File: config.mk
export PLATFORM = sky130hd
export DESIGN_NAME = vxr_bank
export DESIGN_NICKNAME = d
export VERILOG_FILES = /design/src/vxr_pkg.sv /design/src/vxr_wprot_decode.sv /design/src/vxr_cpu_window.sv /design/src/vxr_bank.sv
export SDC_FILE = /design/constraint.sdc
export NUM_CORES = 1
export LEC_CHECK = 0
export BUFFER_PORTS_ARGS = -buffer_cell sky130_fd_sc_hd__buf_4
export CAP_MARGIN = 20
export CORE_MARGIN = 1
export CORE_UTILIZATION = 25
export CTS_CLUSTER_DIAMETER = 40
export DETAILED_ROUTE_END_ITERATION = 8
export PLACE_DENSITY = 0.52
export SLEW_MARGIN = 20
export SYNTH_ARGS = -nofsm -noshare
export SYNTH_HDL_FRONTEND = slang
export SYNTH_HIERARCHICAL = 1
export SYNTH_SLANG_ARGS = --single-unit
File: constraint.sdc
create_clock -name core_clk_i -period 2.7 [get_ports core_clk_i]
set_clock_uncertainty 0.15 [all_clocks]
set_input_delay 0.405 -clock core_clk_i [delete_from_list [all_inputs] [get_ports core_clk_i]]
set_output_delay 0.405 -clock core_clk_i [all_outputs]
set_load 0.01 [all_outputs]
File: src/vxr_pkg.sv
// Index map, field positions and reset values of the extension register bank.
package vxr_pkg;
    // Extension register indices.
    localparam logic [7:0] IDX_ROW_OFFSET_LOW = 8'h0d;
    localparam logic [7:0] IDX_TEXT_CURSOR = 8'h0e;
    localparam logic [7:0] IDX_SW_FLAGS0 = 8'h0f;
    localparam logic [7:0] IDX_LOW_MAP = 8'h10;
    localparam logic [7:0] IDX_HIGH_MAP = 8'h11;
    localparam logic [7:0] IDX_EMU_IRQ = 8'h14;
    localparam logic [7:0] IDX_WPROT = 8'h15;
    localparam logic [7:0] IDX_VOVF = 8'h16;
    localparam logic [7:0] IDX_HOVF = 8'h17;
    localparam logic [7:0] IDX_ALT_HDE = 8'h18;
    localparam logic [7:0] IDX_ALT_HSS = 8'h19;
    localparam logic [7:0] IDX_ALT_HSE = 8'h1a;
    localparam logic [7:0] IDX_ALT_HT = 8'h1b;
    localparam logic [7:0] IDX_ALT_HBS = 8'h1c;
    localparam logic [7:0] IDX_ALT_HBE = 8'h1d;
    // Writable-bit masks; cleared bits are reserved and read as zero.
    localparam logic [7:0] MASK_ROW_OFFSET_LOW = 8'h03;
    localparam logic [7:0] MASK_TEXT_CURSOR = 8'h8c;
    localparam logic [7:0] MASK_EMU_IRQ = 8'hf3;
    localparam logic [7:0] MASK_WPROT = 8'h7f;
    localparam logic [7:0] MASK_ALT_HSE = 8'h7f;
    localparam logic [7:0] MASK_FULL = 8'hff;
    localparam logic [7:0] RESET_VAL = 8'h00;
    // Field positions.
    localparam int BIT_OFS_LSB = 0;
    localparam int BIT_ALT_OFS_LSB = 1;
    localparam int BIT_CURSOR_STEADY = 2;
    localparam int BIT_CURSOR_XOR = 3;
    localparam int BIT_SYNC_RST_IGNORE = 7;
    localparam int BIT_IRQ_DRIVE = 7;
    localparam int BIT_CRT_PROTECT = 7;
    localparam int BIT_DUAL_MAP = 1;
    localparam int NUM_WP_GROUPS = 7;
    localparam int WP_CRT_TIMING = 6;
    // Emulation mode codes and memory map codes.
    localparam logic [1:0] EMU_VGA = 2'h0;
    localparam logic [1:0] MAP_A0_64K = 2'h0;
    localparam logic [1:0] MAP_A0_32K = 2'h1;
    localparam logic [1:0] MAP_B0_32K = 2'h2;
    // CPU window bounds, address bits 19-15 (32 KB granules).
    localparam logic [4:0] WIN_A0 = 5'h14;
    localparam logic [4:0] WIN_A8 = 5'h15;
    localparam logic [4:0] WIN_B0 = 5'h16;
    localparam logic [4:0] WIN_B8 = 5'h17;
    // Stored-minus offsets of the alternate timing registers.
    localparam logic [8:0] ALT_TOTAL_BIAS = 9'h005;
    localparam logic [8:0] ALT_ONE_BIAS = 9'h001;
    localparam logic [4:0] SYNC_END_MASK = 5'h1f;
endpackage : vxr_pkg

File: src/vxr_wprot_decode.sv
`timescale 1ns/1ps
// Decoder that turns write-protect bits into per-group write blocks.
module vxr_wprot_decode (
    // Protection state.
    input wire logic [7:0] wprot_i,
    input wire logic crt_protect_i,
    // Per-group blocks.
    output logic [6:0] block_o
);
    import vxr_pkg::*;

    // Each bit blocks its group; the timing group also honours the CRT bit.
    genvar g;
    generate
        for (g = 0; g < NUM_WP_GROUPS; g++) begin : g_grp
            if (g == WP_CRT_TIMING) begin : g_or
                assign block_o[g] = wprot_i[g] | crt_protect_i;
            end else begin : g_plain
                assign block_o[g] = wprot_i[g];
            end
        end
    endgenerate
endmodule : vxr_wprot_decode

File: src/vxr_cpu_window.sv
`timescale 1ns/1ps
// CPU window decoder that picks the low or high map base for a host address.
module vxr_cpu_window (
    // Map configuration.
    input wire logic dual_i,
    input wire logic [1:0] map_sel_i,
    input wire logic [7:0] low_base_i,
    input wire logic [7:0] high_base_i,
    // Host address bits 19-15.
    input wire logic [4:0] addr_hi_i,
    // Result.
    output logic hit_o,
    output logic [7:0] base_o
);
    import vxr_pkg::*;

    logic in_low;
    logic in_high;

    // In dual mode only codes 00 and 01 make sense; other codes fall back to single mapping.
    always_comb begin
        in_low = 1'b0;
        in_high = 1'b0;
        case (map_sel_i)
            MAP_A0_64K: begin
                in_low = addr_hi_i == WIN_A0 || addr_hi_i == WIN_A8;
                in_high = dual_i && (addr_hi_i == WIN_B0 || addr_hi_i == WIN_B8);
            end
            MAP_A0_32K: begin
                in_low = addr_hi_i == WIN_A0;
                in_high = dual_i && addr_hi_i == WIN_A8;
            end
            MAP_B0_32K: begin
                in_low = addr_hi_i == WIN_B0;
            end
            default: begin
                in_low = addr_hi_i == WIN_B8;
            end
        endcase
        hit_o = in_low | in_high;
        base_o = in_high ? high_base_i : low_base_i;
    end
endmodule : vxr_cpu_window

File: src/vxr_bank.sv
`timescale 1ns/1ps
// Indexed extension register bank with its decoded controls for the display controller.
// Operation
// - Offset LSB bits extend regular, alternate offsets
// - Cursor blinks when mode bit clear
// - Cursor style: replace or exclusive-OR
// - Bit 7 ignores sequencer synchronous reset
// - Software flags are plain storage
// - Low map gives base bits 17-10
// - Memory map code places low window
// - High map base for second window
// - Interrupt pin drive follows bit 7
// - Write-protect bits clear on reset, block writes
// - Bit 0 guards sequencer, graphics, attribute
// - Bits 1-3 guard CRT field subsets
// - Bit 4 misc/feature, bit 5 palette
// - Bit 6 ORed with CRT protect bit
// - Vertical overflow bits give bit 10
// - Horizontal overflow bits give high bits
// - Alternate display end in emulation only
// - Alternate sync start in uncompressed panel, emulation
// - Sync ends on low five bits match
// - Alternate total equals stored plus five
// - Panel width register in flat-panel modes
// - Same register is CRT alternate blank start
module vxr_bank (
    // Clock and reset.
    input wire logic core_clk_i,
    input wire logic arst_n_i,
    // Index/data port access from the host I/O decoder.
    input wire logic idx_wr_i,
    input wire logic data_wr_i,
    input wire logic data_rd_i,
    input wire logic [7:0] wdata_i,
    output logic [7:0] rdata_o,
    output logic [7:0] index_o,
    // Standard VGA context.
    input wire logic dual_map_i,
    input wire logic [1:0] map_sel_i,
    input wire logic [4:0] cpu_addr_hi_i,
    input wire logic seq_sync_reset_req_i,
    input wire logic crt_protect_i,
    input wire logic text_mode_i,
    input wire logic flat_panel_i,
    input wire logic hcompress_i,
    input wire logic graphics_emu_i,
    input wire logic irq_enable_i,
    input wire logic irq_active_i,
    input wire logic [4:0] char_count_low_i,
    // Offset and cursor controls.
    output logic row_offset_lsb_o,
    output logic alt_row_offset_lsb_o,
    output logic cursor_blink_o,
    output logic cursor_xor_o,
    output logic sync_reset_o,
    // Memory map.
    output logic cpu_window_hit_o,
    output logic [7:0] cpu_window_base_o,
    // Interrupt pin.
    output logic irq_o,
    output logic irq_oe_o,
    // Write-protect blocks, one per group.
    output logic [6:0] wprot_block_o,
    // Overflow bits.
    output logic [4:0] vert_bit10_o,
    output logic [3:0] horiz_bit8_o,
    output logic horiz_sync_end_bit5_o,
    output logic horiz_blank_end_bit6_o,
    output logic line_compare_hbit10_o,
    // Alternate horizontal timing.
    output logic use_alt_display_end_o,
    output logic [8:0] alt_display_end_o,
    output logic use_alt_sync_start_o,
    output logic [8:0] alt_sync_start_o,
    output logic alt_sync_end_hit_o,
    output logic [8:0] alt_total_o,
    output logic [8:0] panel_width_o,
    output logic use_alt_blank_start_o,
    output logic [8:0] alt_blank_start_o
);
    import vxr_pkg::*;

    logic [7:0] index_q;
    logic [7:0] row_ofs_q;
    logic [7:0] cursor_q;
    logic [7:0] flags0_q;
    logic [7:0] low_map_q;
    logic [7:0] high_map_q;
    logic [7:0] emu_q;
    logic [7:0] wprot_q;
    logic [7:0] vovf_q;
    logic [7:0] hovf_q;
    logic [7:0] alt_hde_q;
    logic [7:0] alt_hss_q;
    logic [7:0] alt_hse_q;
    logic [7:0] alt_ht_q;
    logic [7:0] alt_hbs_q;
    logic [7:0] alt_hbe_q;
    logic [7:0] rdata_d;
    logic [7:0] rdata_q;
    logic [6:0] block_d;
    logic win_hit_d;
    logic [7:0] win_base_d;
    logic emu_mode;

    // Index latch; any index may be written, unknown ones read as zero.
    always_ff @(posedge core_clk_i or negedge arst_n_i) begin
        if (!arst_n_i) begin
            index_q <= RESET_VAL;
        end else if (idx_wr_i) begin
            index_q <= wdata_i;
        end
    end

    // Writes always land; protection gates only the standard groups outside.
    always_ff @(posedge core_clk_i or negedge arst_n_i) begin
        if (!arst_n_i) begin
            row_ofs_q <= RESET_VAL;
            cursor_q <= RESET_VAL;
            flags0_q <= RESET_VAL;
            low_map_q <= RESET_VAL;
            high_map_q <= RESET_VAL;
            emu_q <= RESET_VAL;
            wprot_q <= RESET_VAL;
            vovf_q <= RESET_VAL;
            hovf_q <= RESET_VAL;
            alt_hde_q <= RESET_VAL;
            alt_hss_q <= RESET_VAL;
            alt_hse_q <= RESET_VAL;
            alt_ht_q <= RESET_VAL;
            alt_hbs_q <= RESET_VAL;
            alt_hbe_q <= RESET_VAL;
        end else if (data_wr_i) begin
            case (index_q)
                IDX_ROW_OFFSET_LOW: row_ofs_q <= wdata_i & MASK_ROW_OFFSET_LOW;
                IDX_TEXT_CURSOR: cursor_q <= wdata_i & MASK_TEXT_CURSOR;
                IDX_SW_FLAGS0: flags0_q <= wdata_i;
                IDX_LOW_MAP: low_map_q <= wdata_i;
                IDX_HIGH_MAP: high_map_q <= wdata_i;
                IDX_EMU_IRQ: emu_q <= wdata_i & MASK_EMU_IRQ;
                IDX_WPROT: wprot_q <= wdata_i & MASK_WPROT;
                IDX_VOVF: vovf_q <= wdata_i;
                IDX_HOVF: hovf_q <= wdata_i;
                IDX_ALT_HDE: alt_hde_q <= wdata_i;
                IDX_ALT_HSS: alt_hss_q <= wdata_i;
                IDX_ALT_HSE: alt_hse_q <= wdata_i & MASK_ALT_HSE;
                IDX_ALT_HT: alt_ht_q <= wdata_i;
                IDX_ALT_HBS: alt_hbs_q <= wdata_i;
                IDX_ALT_HBE: alt_hbe_q <= wdata_i;
                default: begin
                end
            endcase
        end
    end

    // Read mux; reads are never affected by protection.
    always_comb begin
        case (index_q)
            IDX_ROW_OFFSET_LOW: rdata_d = row_ofs_q;
            IDX_TEXT_CURSOR: rdata_d = cursor_q;
            IDX_SW_FLAGS0: rdata_d = flags0_q;
            IDX_LOW_MAP: rdata_d = low_map_q;
            IDX_HIGH_MAP: rdata_d = high_map_q;
            IDX_EMU_IRQ: rdata_d = emu_q;
            IDX_WPROT: rdata_d = wprot_q;
            IDX_VOVF: rdata_d = vovf_q;
            IDX_HOVF: rdata_d = hovf_q;
            IDX_ALT_HDE: rdata_d = alt_hde_q;
            IDX_ALT_HSS: rdata_d = alt_hss_q;
            IDX_ALT_HSE: rdata_d = alt_hse_q;
            IDX_ALT_HT: rdata_d = alt_ht_q;
            IDX_ALT_HBS: rdata_d = alt_hbs_q;
            IDX_ALT_HBE: rdata_d = alt_hbe_q;
            default: rdata_d = RESET_VAL;
        endcase
    end

    // Read data is captured on the strobe and holds steady for the host.
    always_ff @(posedge core_clk_i or negedge arst_n_i) begin
        if (!arst_n_i) begin
            rdata_q <= RESET_VAL;
        end else if (data_rd_i) begin
            rdata_q <= rdata_d;
        end
    end

    // Write-protect decode and CPU window decode.
    vxr_wprot_decode u_wprot (
        .wprot_i(wprot_q),
        .crt_protect_i(crt_protect_i),
        .block_o(block_d)
    );

    vxr_cpu_window u_win (
        .dual_i(dual_map_i),
        .map_sel_i(map_sel_i),
        .low_base_i(low_map_q),
        .high_base_i(high_map_q),
        .addr_hi_i(cpu_addr_hi_i),
        .hit_o(win_hit_d),
        .base_o(win_base_d)
    );

    assign emu_mode = emu_q[1:0] != EMU_VGA;

    // Text, map and protection controls, registered so every output is a flop.
    always_ff @(posedge core_clk_i or negedge arst_n_i) begin
        if (!arst_n_i) begin
            row_offset_lsb_o <= 1'b0;
            alt_row_offset_lsb_o <= 1'b0;
            cursor_blink_o <= 1'b0;
            cursor_xor_o <= 1'b0;
            sync_reset_o <= 1'b0;
            cpu_window_hit_o <= 1'b0;
            cpu_window_base_o <= RESET_VAL;
            wprot_block_o <= '0;
        end else begin
            row_offset_lsb_o <= row_ofs_q[BIT_OFS_LSB];
            alt_row_offset_lsb_o <= row_ofs_q[BIT_ALT_OFS_LSB];
            cursor_blink_o <= text_mode_i && !cursor_q[BIT_CURSOR_STEADY];
            cursor_xor_o <= text_mode_i && cursor_q[BIT_CURSOR_XOR];
            sync_reset_o <= seq_sync_reset_req_i && !cursor_q[BIT_SYNC_RST_IGNORE];
            cpu_window_hit_o <= win_hit_d;
            cpu_window_base_o <= win_base_d;
            wprot_block_o <= block_d;
        end
    end

    // Interrupt pin: floats unless bit 7 is set and the interrupt is enabled.
    always_ff @(posedge core_clk_i or negedge arst_n_i) begin
        if (!arst_n_i) begin
            irq_o <= 1'b0;
            irq_oe_o <= 1'b0;
        end else begin
            irq_oe_o <= emu_q[BIT_IRQ_DRIVE] && irq_enable_i;
            irq_o <= emu_q[BIT_IRQ_DRIVE] && irq_enable_i && irq_active_i;
        end
    end

    // Overflow bits feed the high bits of the normal timing; the alternate values take none of them.
    always_ff @(posedge core_clk_i or negedge arst_n_i) begin
        if (!arst_n_i) begin
            vert_bit10_o <= '0;
            horiz_bit8_o <= '0;
            horiz_sync_end_bit5_o <= 1'b0;
            horiz_blank_end_bit6_o <= 1'b0;
            line_compare_hbit10_o <= 1'b0;
        end else begin
            vert_bit10_o <= {vovf_q[6], vovf_q[4], vovf_q[2], vovf_q[1], vovf_q[0]};
            horiz_bit8_o <= {hovf_q[4], hovf_q[2], hovf_q[1], hovf_q[0]};
            horiz_sync_end_bit5_o <= hovf_q[3];
            horiz_blank_end_bit6_o <= hovf_q[5];
            line_compare_hbit10_o <= hovf_q[6];
        end
    end

    // Stored values are biased; counts are rebuilt at nine bits to keep the carry.
    always_ff @(posedge core_clk_i or negedge arst_n_i) begin
        if (!arst_n_i) begin
            use_alt_display_end_o <= 1'b0;
            alt_display_end_o <= '0;
            use_alt_sync_start_o <= 1'b0;
            alt_sync_start_o <= '0;
            alt_sync_end_hit_o <= 1'b0;
            alt_total_o <= '0;
            panel_width_o <= '0;
            use_alt_blank_start_o <= 1'b0;
            alt_blank_start_o <= '0;
        end else begin
            use_alt_display_end_o <= emu_mode;
            alt_display_end_o <= {1'b0, alt_hde_q} + ALT_ONE_BIAS;
            use_alt_sync_start_o <= (flat_panel_i && !hcompress_i) || graphics_emu_i;
            alt_sync_start_o <= {1'b0, alt_hss_q} + ALT_ONE_BIAS;
            alt_sync_end_hit_o <= char_count_low_i == (alt_hse_q[4:0] & SYNC_END_MASK);
            alt_total_o <= {1'b0, alt_ht_q} + ALT_TOTAL_BIAS;
            // Double-drive panels need an even width; software keeps to that.
            panel_width_o <= flat_panel_i ? {1'b0, alt_hbs_q} + ALT_ONE_BIAS : '0;
            use_alt_blank_start_o <= !flat_panel_i && graphics_emu_i;
            alt_blank_start_o <= {1'b0, alt_hbs_q} + ALT_ONE_BIAS;
        end
    end

    assign rdata_o = rdata_q;
    assign index_o = index_q;
endmodule : vxr_bank

==> impl_metrics.tcl <==
set metrics [dict create \
    status "finished clean" \
    grt_max_degree 66 \
    crit_required_ns 2.93 \
    post_cts_resized 0 \
    drt_drc_violations_left 0 \
    worst-path-max-fanout 12 \
    fin_tns_setup_ns 0 \
    grt_antenna_before_repair 0 \
    post_synth_instance_area_mm2 0.00863 \
    port-buffer-count 133 \
    drt-total-wl_um 24800 \
    cts-hold-fix-buffers 8 \
    hold_viol 0 \
    power.leakage_nw 5.50 \
    die_area_mm2 0.0353 \
    area_growth_pct 33.7 \
    drv.max_cap_violation_count 0 \
    critPathMaxStageDelay_ns 0.72 \
    drv_slew 0 \
    min_period_ns 2.44 \
    clock_sinks 205 \
    final_net_count 844 \
    layout_worst_path_cycle_share 0.905 \
    timing.critical_path.arrival_ns 2.68 \
    number_of_global_route_vias_before_repair 6048 \
    antenna-diode-count 0 \
    rsz0062_at_grt "false" \
    dieWidth_um 188 \
    placeableCoreArea_mm2 0.0338 \
    drt_iter0_drc 410 \
    tritoncts_clock_tree "yes" \
    path_cells "or4b_1, nor3_4, buf_4, nand3_1, mux2_2" \
    wire_per_inst_um 19.4 \
    avg_synthesized_cell_area_um2 13.6 \
    vdd_drop_max_mv 0.324 \
    layout_cell_share_with_drive_strength_beyond_1 0.438 \
    first_pass_grt_wire_length_um 38300 \
    drt_pre_antenna_iters 5 \
    timing_worst_setup_path_type "reg2reg" \
    max_freq_ghz 0.409 \
    dp_hpwl_um 17500 \
    cts_max_path_buffers 3 \
    htree_num_levels 2 \
    worstHoldPathType "in2reg" \
    die-height_um 188 \
    grt_overflow_total 0 \
    max_slew_margin 0.454 \
    cpMaxStageDelayCell "sky130_fd_sc_hd__or4b_1" \
    synth_nets 674 \
    yosysWarningCount 6 \
    vias 5804 \
    cts_buffers 37 \
    start_util 0.255 \
    antenna_violating_nets_post_route 0 \
    core.rowCount 67 \
    setup_viol 0 \
    track_usage 0.144 \
    postLayoutCellArea_mm2 0.0115 \
    netlist_instances 636 \
    globalplace.congestion 0.872 \
    cts_root_buf "sky130_fd_sc_hd__clkbuf_16" \
    ioPinCount 134 \
    detail_route.vias_per_cell 4.53 \
    timing_worst_slew_pin_value_ns 0.818 \
    start_kind "register" \
    pwr_density_cell_mw_per_mm2 786 \
    clock_latency_ns 0.51 \
    worst_setup_hold_path_clk_slew_ns 0.05 \
    postPlaceCellArea_mm2 0.0102 \
    cts_post_setup_buffers_inserted 0 \
    setup.worst_path.end_class "register" \
]
==> routing by layer <==
layer	vias up	part of all wire	track usage
met4	0	0.019	0.0428
met1	2940	0.47	0.200
met2	187	0.45	0.217
met3	34	0.063	0.0378
met5	-	0	0
li1	2643	-	-
==> worst max-delay path, delay by kind of cell, from the launching register on <==
kind                   cells  cell delay [ns]
buffers and inverters      1             0.23
DFF                        1             0.43
muxes                      1             0.35
and+or+nand+nor            3             1.17
==> state kept, by name, summed over array words and instances (netlist names), 4 cells and up <==
register           cells
index_o                8
rdata_o                8
high_map_q             8
wprot_block_o          7
cpu_window_base_o      8
alt_hbe_q              8
alt_total_o            9
horiz_bit8_o           4
panel_width_o          9
flags0_q               8
alt_display_end_o      9
alt_ht_q               8
alt_blank_start_o      9
alt_hbs_q              8
vovf_q                 8
vert_bit10_o           5
alt_hss_q              8
alt_hse_q              7
emu_q                  6
low_map_q              8
wprot_q                7
alt_sync_start_o       9
hovf_q                 8
alt_hde_q              8
==> placed cells by master (no fill, tap or decap), drive strengths merged, types with 8 or more instances in the layout <==
| cell type | count |
|---|---|
| mux2 | 120 |
| dlygate4sd3 | 8 |
| xnor2 | 18 |
| clkbuf | 43 |
| a22oi | 13 |
| dfrtp | 205 |
| nand3 | 24 |
| xor2 | 11 |
| and3 | 9 |
| and2 | 11 |
| buf | 158 |
| mux2i | 9 |
| nor2b | 11 |
| nor2 | 24 |
| nand2 | 31 |
| o21ai | 12 |
| inv | 18 |
==> power by group <==
part	internal [mW]	switching [mW]
combinational	0.464	0.474
sequential	3.34	0.231
clock	2.93	1.64
==> final cells by class <==
type / count / area, um2
clock inverter: 23 / 255
timing repair buffer: 167 / 1310
inverter: 9 / 33.8
multi-input combinational: 386 / 3280
tap: 448 / 561
sequential: 205 / 5130
clock buffer: 42 / 975
fill: 3348 / 22200
==> metrics by stage <==
stage / total power, mW / util / hold WS, ns / worst slack (ns) / std cells
2_1_floorplan: 4.00 / - / -0.0406 / 0.457 / 636
3_3_place_gp: 4.55 / 0.303 / 0.242 / 0.283 / 1207
3_5_place_dp: 4.56 / 0.303 / 0.241 / 0.272 / 1207
4_1_cts: 9.20 / 0.342 / 0.0157 / 0.252 / 1280
5_1_grt: 9.45 / 0.342 / 0.0199 / 0.142 / 1280
6_report: 9.07 / 0.342 / 0.0314 / 0.256 / 1280
==> worst paths after layout <==
kind                                startpoint                    end  slack, ns  cells past startpoint
hold / removal             char_count_low_i[3]     alt_sync_end_hit_o       0.03                      4
setup / recovery                    index_o[5]               emu_q[4]       0.26                      5
min in group asynchronous             arst_n_i   alt_display_end_o[6]       0.32                      2
max in group asynchronous             arst_n_i             wprot_q[5]       1.38                      3
hold reg to reg                      hovf_q[6]  line_compare_hbit10_o       0.26                      0
setup reg to reg                    index_o[5]               emu_q[4]       0.26                      5
(Power assumes the default switching activity.)
